### config.mk
export PLATFORM = sky130hd
export DESIGN_NAME = led_driver_mode_enable_logic
export DESIGN_NICKNAME = d
export VERILOG_FILES = /design/src/led_mode_pkg.sv /design/src/boost_switch_ctrl.sv /design/src/led_driver_mode_enable_logic.sv
export SDC_FILE = /design/constraint.sdc
export NUM_CORES = 1
export LEC_CHECK = 0
export ABC_AREA = 1
export BUFFER_PORTS_ARGS = -buffer_cell sky130_fd_sc_hd__buf_2
export CORE_MARGIN = 10
export CORE_UTILIZATION = 45
export CTS_CLUSTER_DIAMETER = 120
export DETAILED_ROUTE_END_ITERATION = 10
export GPL_ROUTABILITY_DRIVEN = 0
export PLACE_DENSITY = 0.58
export SLEW_MARGIN = 20
export SYNTH_ARGS = -nofsm -noshare
export SYNTH_HDL_FRONTEND = slang
export SYNTH_SLANG_ARGS = --single-unit
### constraint.sdc
create_clock -name clk -period 2.1 [get_ports clk]
set_input_delay 0.105 -clock clk [delete_from_list [all_inputs] [get_ports clk]]
set_output_delay 0.105 -clock clk [all_outputs]
set_load 0.02 [all_outputs]
### src/led_mode_pkg.sv
/*
  Constants and types shared by the LED driver mode and enable logic.
  Assumes a single 200 MHz clock domain with synchronous active-high reset.
*/
package led_mode_pkg;

  localparam int unsigned CLK_PERIOD_PS = 5000;

  // ****************************************************************
  // Timer interval (stands in for the capacitor-set interval)
  // ****************************************************************
  localparam int unsigned TIMER_MS      = 10;
  // Divide first: the plain product would overflow 32 bits
  localparam int unsigned TIMER_CYCLES  = TIMER_MS * (1000000000 / CLK_PERIOD_PS);
  localparam int unsigned TIMER_WIDTH   = 24;

  // ****************************************************************
  // Wake filter: first backlight enable pulse must exceed this; flash enable skips it
  // ****************************************************************
  localparam int unsigned WAKE_NS       = 8000;
  localparam int unsigned WAKE_CYCLES   = (WAKE_NS * 1000 + CLK_PERIOD_PS - 1) / CLK_PERIOD_PS;

  // ****************************************************************
  // Switching oscillator
  // ****************************************************************
  localparam int unsigned SW_PERIOD_CYCLES = 167;
  localparam int unsigned SW_MAX_ON_CYCLES = 158;
  localparam int unsigned SW_CNT_WIDTH     = 8;

  localparam logic [1:0]  RESET_MODE = 2'h0;

  typedef enum logic [1:0] {
    MODE_OFF,
    MODE_BACKLIGHT,
    MODE_PREVIEW,
    MODE_FLASH
  } mode_t;

  typedef enum logic [1:0] {
    ST_SHUTDOWN,
    ST_WAKE,
    ST_SOFTSTART,
    ST_ACTIVE
  } power_state_t;

endpackage

### src/boost_switch_ctrl.sv
/*
  Fixed-frequency boost switch gate control with cycle-by-cycle current limit.
  Assumes currentLimit and overVoltage are synchronous comparator flags.
*/
`timescale 1ns/1ps
module boost_switch_ctrl (
  input  wire logic clk,
  input  wire logic reset,
  input  wire logic run,
  input  wire logic currentLimit,
  input  wire logic overVoltage,
  output logic      boostSwitchNode
);

  logic [led_mode_pkg::SW_CNT_WIDTH-1:0] phase_reg;
  logic                                  cutoff_reg;

  // ****************************************************************
  // Constant-frequency phase counter
  // ****************************************************************
  always_ff @(posedge clk) begin
    if (reset || !run) begin
      phase_reg <= '0;
    end else if (phase_reg == led_mode_pkg::SW_CNT_WIDTH'(led_mode_pkg::SW_PERIOD_CYCLES - 1)) begin
      phase_reg <= '0;
    end else begin
      phase_reg <= phase_reg + 1'b1;
    end
  end

  // Limit ends the on-phase for the rest of this cycle only
  always_ff @(posedge clk) begin
    if (reset || !run || phase_reg == led_mode_pkg::SW_CNT_WIDTH'(led_mode_pkg::SW_PERIOD_CYCLES - 1)) begin
      cutoff_reg <= 1'b0;
    end else if (currentLimit) begin
      cutoff_reg <= 1'b1;
    end
  end

  // Overvoltage kills the gate at once
  always_ff @(posedge clk) begin
    if (reset) begin
      boostSwitchNode <= 1'b0;
    end else begin
      boostSwitchNode <= run && !overVoltage && !currentLimit && !cutoff_reg
                         && phase_reg < led_mode_pkg::SW_CNT_WIDTH'(led_mode_pkg::SW_MAX_ON_CYCLES);
    end
  end

endmodule

### src/led_driver_mode_enable_logic.sv
/*
  Mode selection and enable timing of a boost LED driver: two host enables,
  shared soft-start/PWM timer, overvoltage shutdown and switch control.
  Assumes enables and comparator flags are synchronous to clk.
*/
`timescale 1ns/1ps
module led_driver_mode_enable_logic #(
  parameter logic [23:0] TIMER_TERMINAL = 24'(led_mode_pkg::TIMER_CYCLES)
) (
  input  wire logic clk,
  input  wire logic reset,
  input  wire logic backlightEnable,
  input  wire logic flashEnable,
  input  wire logic overVoltage,
  input  wire logic currentLimit,
  output logic      backlightStringA,
  output logic      backlightStringB,
  output logic      flashPreview,
  output logic      flashFull,
  output logic      softStartActive,
  output logic      converterOn,
  output logic      boostSwitchNode,
  output led_mode_pkg::mode_t modeState
);

  led_mode_pkg::power_state_t powerState_reg;
  logic [led_mode_pkg::TIMER_WIDTH-1:0] timer_reg;
  logic [12:0]                          wake_reg;
  logic                                 flashEnablePrev_reg;
  logic                                 blFiltered_reg;
  logic                                 ovpLatched_reg;
  logic                                 flashEdge;
  logic                                 timerDone;
  logic                                 anyEnable;
  led_mode_pkg::mode_t                  mode_next;

  // ****************************************************************
  // Decode helpers
  // ****************************************************************
  // Modes in which the backlight sinks may pass the raw enable through
  function automatic logic backlightMode(input led_mode_pkg::mode_t mode);
    return mode == led_mode_pkg::MODE_BACKLIGHT || mode == led_mode_pkg::MODE_PREVIEW;
  endfunction

  // Converter powered and modes driven; modes show during the ramp too
  function automatic logic poweredState(input led_mode_pkg::power_state_t state);
    return state == led_mode_pkg::ST_SOFTSTART || state == led_mode_pkg::ST_ACTIVE;
  endfunction

  // ****************************************************************
  // Enable edge detect
  // ****************************************************************
  // Reset level matches the idle low pin, so no false edge after reset
  assign flashEdge = flashEnable != flashEnablePrev_reg;
  assign timerDone = timer_reg >= TIMER_TERMINAL;
  assign anyEnable = backlightEnable || flashEnable;

  always_ff @(posedge clk) begin
    if (reset) begin
      flashEnablePrev_reg <= 1'b0;
    end else begin
      flashEnablePrev_reg <= flashEnable;
    end
  end

  // ****************************************************************
  // Power sequencing
  // ****************************************************************
  always_ff @(posedge clk) begin
    if (reset) begin
      powerState_reg <= led_mode_pkg::ST_SHUTDOWN;
    end else begin
      unique case (powerState_reg)
        led_mode_pkg::ST_SHUTDOWN: begin
          if (flashEnable) begin
            powerState_reg <= led_mode_pkg::ST_SOFTSTART;
          end else if (backlightEnable) begin
            powerState_reg <= led_mode_pkg::ST_WAKE;
          end
        end
        led_mode_pkg::ST_WAKE: begin
          // Wake filter guards against noise; host keeps first pulse long
          if (!anyEnable) begin
            powerState_reg <= led_mode_pkg::ST_SHUTDOWN;
          end else if (wake_reg >= 13'(led_mode_pkg::WAKE_CYCLES)) begin
            powerState_reg <= led_mode_pkg::ST_SOFTSTART;
          end
        end
        led_mode_pkg::ST_SOFTSTART: begin
          if (timerDone) begin
            powerState_reg <= led_mode_pkg::ST_ACTIVE;
          end
        end
        led_mode_pkg::ST_ACTIVE: begin
          // Shutdown once enables are low for a full interval; a flash edge ends the interval at once
          if (!anyEnable && !blFiltered_reg && timerDone) begin
            powerState_reg <= led_mode_pkg::ST_SHUTDOWN;
          end
        end
      endcase
    end
  end

  always_ff @(posedge clk) begin
    if (reset || powerState_reg != led_mode_pkg::ST_WAKE) begin
      wake_reg <= '0;
    end else if (wake_reg != '1) begin
      wake_reg <= wake_reg + 1'b1;
    end
  end

  // ****************************************************************
  // Shared soft-start / PWM timer
  // ****************************************************************
  // One counter: ramp length while starting, low-interval filter after
  always_ff @(posedge clk) begin
    if (reset) begin
      timer_reg <= '0;
    end else if (!poweredState(powerState_reg)) begin
      timer_reg <= '0;
    end else if (powerState_reg == led_mode_pkg::ST_SOFTSTART) begin
      if (!timerDone) begin
        timer_reg <= timer_reg + 1'b1;
      end
    end else if (flashEdge) begin
      timer_reg <= TIMER_TERMINAL;
    end else if (backlightEnable) begin
      timer_reg <= '0;
    end else if (!timerDone) begin
      timer_reg <= timer_reg + 1'b1;
    end
  end

  // Filtered backlight level rides out short PWM lows
  always_ff @(posedge clk) begin
    if (reset) begin
      blFiltered_reg <= 1'b0;
    end else if (backlightEnable) begin
      blFiltered_reg <= 1'b1;
    end else if (powerState_reg != led_mode_pkg::ST_ACTIVE || flashEdge || timerDone) begin
      blFiltered_reg <= 1'b0;
    end
  end

  // ****************************************************************
  // Overvoltage latch
  // ****************************************************************
  // Latched until full shutdown, since output stays high after trip
  // A trip in the shutdown cycle itself wins over the clear
  always_ff @(posedge clk) begin
    if (reset) begin
      ovpLatched_reg <= 1'b0;
    end else if (overVoltage) begin
      ovpLatched_reg <= 1'b1;
    end else if (powerState_reg == led_mode_pkg::ST_SHUTDOWN) begin
      ovpLatched_reg <= 1'b0;
    end
  end

  // ****************************************************************
  // Mode decode and outputs
  // ****************************************************************
  always_comb begin
    mode_next = led_mode_pkg::MODE_OFF;
    if (poweredState(powerState_reg)) begin
      if (blFiltered_reg && flashEnable) begin
        mode_next = led_mode_pkg::MODE_PREVIEW;
      end else if (blFiltered_reg) begin
        mode_next = led_mode_pkg::MODE_BACKLIGHT;
      end else if (flashEnable) begin
        mode_next = led_mode_pkg::MODE_FLASH;
      end
    end
  end

  always_ff @(posedge clk) begin
    if (reset) begin
      modeState        <= led_mode_pkg::mode_t'(led_mode_pkg::RESET_MODE);
      backlightStringA <= 1'b0;
      backlightStringB <= 1'b0;
      flashPreview     <= 1'b0;
      flashFull        <= 1'b0;
      softStartActive  <= 1'b0;
      converterOn      <= 1'b0;
    end else begin
      modeState        <= mode_next;
      // Backlight sinks follow the raw enable for PWM; flash stays steady
      backlightStringA <= backlightEnable && backlightMode(mode_next);
      backlightStringB <= backlightEnable && backlightMode(mode_next);
      flashPreview     <= mode_next == led_mode_pkg::MODE_PREVIEW;
      flashFull        <= mode_next == led_mode_pkg::MODE_FLASH;
      softStartActive  <= powerState_reg == led_mode_pkg::ST_SOFTSTART;
      converterOn      <= mode_next != led_mode_pkg::MODE_OFF && !ovpLatched_reg && !overVoltage;
    end
  end

  // ****************************************************************
  // Switch control
  // ****************************************************************
  // Runs only while a mode is lit and no overvoltage is latched
  boost_switch_ctrl switchCtrl (
    .clk             (clk),
    .reset           (reset),
    .run             (converterOn),
    .currentLimit    (currentLimit),
    .overVoltage     (overVoltage),
    .boostSwitchNode (boostSwitchNode)
  );

endmodule

==> flow_summary_export.csv <==
group,metric,value,unit
cells_and_area,finish.utilization,51.4,%
timing,period_needed,1.65,ns
synth,netlist_area,3150,µm²
timing,fin_ws,0.446,ns
global_route,grt_usage,12.7,%
flow_run,cap_viol_max_count,0,
cts,clock-sinks,59,
timing,slew_violations,0,
synth,synth_top_area_cell,"sky130_fd_sc_hd__dfxtp_1",
timing,setup_repair_after_global_routing_missed_its_margin,"no",
cts,h_tree_depth,3,
timing,final_min_period_over_clock_period,78.8,%
floorplanning,placeable_core_area,6790,µm²
floorplanning,floorplan.die_area,10700,µm²
synth,syn_area_per_cell,7.09,µm²
timing,report.final.hold_viol_count,0,
critical_path,worst-path-max-fanout,9,
timing,maxSlewHeadroom,66.2,%
power_and_ir_drop,worst_ir_drop_vdd,0.000374,V
cts,deepest_clock_path_buffer_count,2,
cells_and_area,most-common-layout-cells,"94 x sky130_fd_sc_hd__nand2_1, 67 x sky130_fd_sc_hd__nor2_1, 59 x sky130_fd_sc_hd__inv_1, 59 x sky130_fd_sc_hd__dfxtp_1, 39 x sky130_fd_sc_hd__nand3_1",
routing,viasPerCell,4.78,
floorplanning,ports,15,
critical_path,critical_path.max_stage_delay,0.43,ns
routing,drt_iter0_drc,90,
placed_design,placement.setup.worst_slack,0.460,ns
critical_path,worstPathArrival,1.93,ns
critical_path,timing.critical_path.buf_inv,1,
cts,path_clk_slew,0.07,ns
global_route,overflow,0,
floorplanning,die_width,104,µm
synth,synth_top_cells_by_area,"sky130_fd_sc_hd__dfxtp_1 38%, sky130_fd_sc_hd__nand2_1 11%, sky130_fd_sc_hd__nor2_1 8.0%, sky130_fd_sc_hd__inv_1 7.0%, sky130_fd_sc_hd__nand3_1 6.2%",
critical_path,crit_path_cell_trace,"ha_1, nand3_2, nor3_4, nand3_4, clkinv_4, nand2_2, a21oi_2",
critical_path,worst-setup-path-type,"flop to flop",
routing,detailedRoute.firstPassIterationCount,5,
critical_path,critical-path-slowest-cell,"sky130_fd_sc_hd__dfxtp_1",
critical_path,timing.critical_path.to_type,"flop",
routing,final_antenna_net_count,0,
floorplanning,fp-row-count,30,
power_and_ir_drop,static-leakage-power,0.00131,µW
cells_and_area,syn2layout_area_growth,11.0,%
routing,detail_route.wirelength,6480,µm
synth,yosysSeqAreaShare,37.5,%
cells_and_area,layout.filler_cells,698,
critical_path,crit_path_required_time,2.37,ns
status,outcome,"finished, final reports clean",
synth,synth-seq-cells,59,
cts,clock_tree_from_tritoncts,"done",
power_and_ir_drop,power-per-cell-area,743,nW/µm²
synth,synth.yosys.warnings,0,
global_route,grt_antenna_before_repair,0,
timing,fmaxAchievable,604,MHz
floorplanning,initial_core_util,46.3,%
routing,detail_route.drc_violations,0,
routing,avgRoutedWirePerCell,11.4,µm
global_route,global_route_wire_length_before_repair,11700,µm
timing,tightest_slew,0.503,ns
cts,clk_root_buffer_cell,"sky130_fd_sc_hd__clkbuf_8",
cells_and_area,nets_finish,483,
cells_and_area,antennaDiodeCount,0,
global_route,via_count_of_the_first_global_routing_pass,2614,
cells_and_area,max_ffs_per_register,24,
synth,synth_cell_types,39,
timing,setup-tns-final,0,ns
floorplanning,die_height,104,µm
timing,clock-skew-final,0.0150,ns
cts,cts_post_setup_buffers_inserted,0,
hold_path,worstHoldPathType,"input port to flop",
placed_design,io_buffer_count,14,
critical_path,cp_startpoint_kind,"flop",
cts,cts_inserted_buffers,9,
placed_design,dpl.hpwl,4740,µm
timing,setup_viol,0,
global_route,grt_start_max_net_pins,20,
synth,postSynthNetCount,461,
cts,clkLatencyLatePin,0.34,ns
routing,vias,2713,
cells_and_area,layout.cells.most_common,"sky130_fd_sc_hd__nand2_1",
cells_and_area,post_route_cells_drive_above_1_share,15.5,%
synth,synth_top_area_share,37.5,%
synth,synthesis.instances,444,
critical_path,cpLargestDelayFamily,"simple AND/OR/NAND/NOR gates",
metrics by stage:
stage	std cells	hold WS (ns)	cell area (µm²)	power (µW)
final	567	0.0256	3490	2600
after global placement	550	0.299	3300	1690
after detailed placement	550	0.299	3300	1690
after global routing	567	0.0276	3490	2750
after floorplan	444	0.182	3150	1590
after CTS	567	0.0136	3490	2640
worst min-delay path: stages:
cell and delay (ns):
sky130_fd_sc_hd__buf_2 0.09, sky130_fd_sc_hd__inv_1 0.06, sky130_fd_sc_hd__a21oi_1 0.06
timing repair:
item                                    4_1_cts  5_1_grt
endpoints found under the setup margin        0        0
hold buffers                                  1        0
resized for setup                             0        0
hold endpoints to repair                      1        0
cells by family after synthesis:
| group | Yosys count | share of synthesized area [%] |
|---|---|---|
| AND/OR/NAND/NOR | 236 | 33.9 |
| XOR/XNOR | 9 | 2.50 |
| flip-flops | 59 | 37.5 |
| buffers and inverters | 72 | 9.66 |
| AO/OA/AOI/OAI | 57 | 12.0 |
| adder cells (fa/ha/maj) | 11 | 4.37 |
synthesized netlist by cell type (all sizes together):
cell type / n
nor3b: 1
xnor2: 4
nor3: 12
ha: 11
buf: 4
inv: 65
nand2: 100
a21oi: 21
o21bai: 1
nor2: 72
a31oi: 7
dfxtp: 59
xor2: 5
nor4: 1
clkinv: 2
nand4: 7
clkbuf: 1
o211ai: 1
or2: 2
o21a: 3
nand3: 41
o21ai: 24
worst paths after layout:
kind / startpoint / to / slack (ns) / cells past startpoint
hold / removal: currentLimit / switchCtrl.cutoff_reg / 0.03 / 3
setup / recovery: wake_reg[0] / wake_reg[0] / 0.45 / 7
hold reg to reg: ovpLatched_reg / converterOn / 0.42 / 1
setup reg to reg: wake_reg[0] / wake_reg[0] / 0.45 / 7
final cells by class:
cell class                 instances  area (µm²)  share of cell area (%)
multi-input combinational        313        1660                    47.6
sequential                        59        1180                    33.8
inverter                          67         263                    7.52
clock buffer                      10         138                    3.94
tap                               96         120                    3.44
timing repair buffer              16        87.6                    2.51
clock inverter                     6        41.3                    1.18
per-layer routing:
layer / wire length (µm) / GRT usage, %
met1: 3260 / 16.0
met2: 2830 / 19.5
met3: 313 / 3.28
met4: 84 / 6.25
met5: 0 / 0
report_power, final:
part	internal [µW]	leakage [µW]	switching [µW]	total (µW)
Combinational	132	0.000753	280	412
Sequential	1180	0.000477	65.6	1250
Clock	457	0.0000843	479	936
Note: power is estimated with default switching activity, not from simulation.
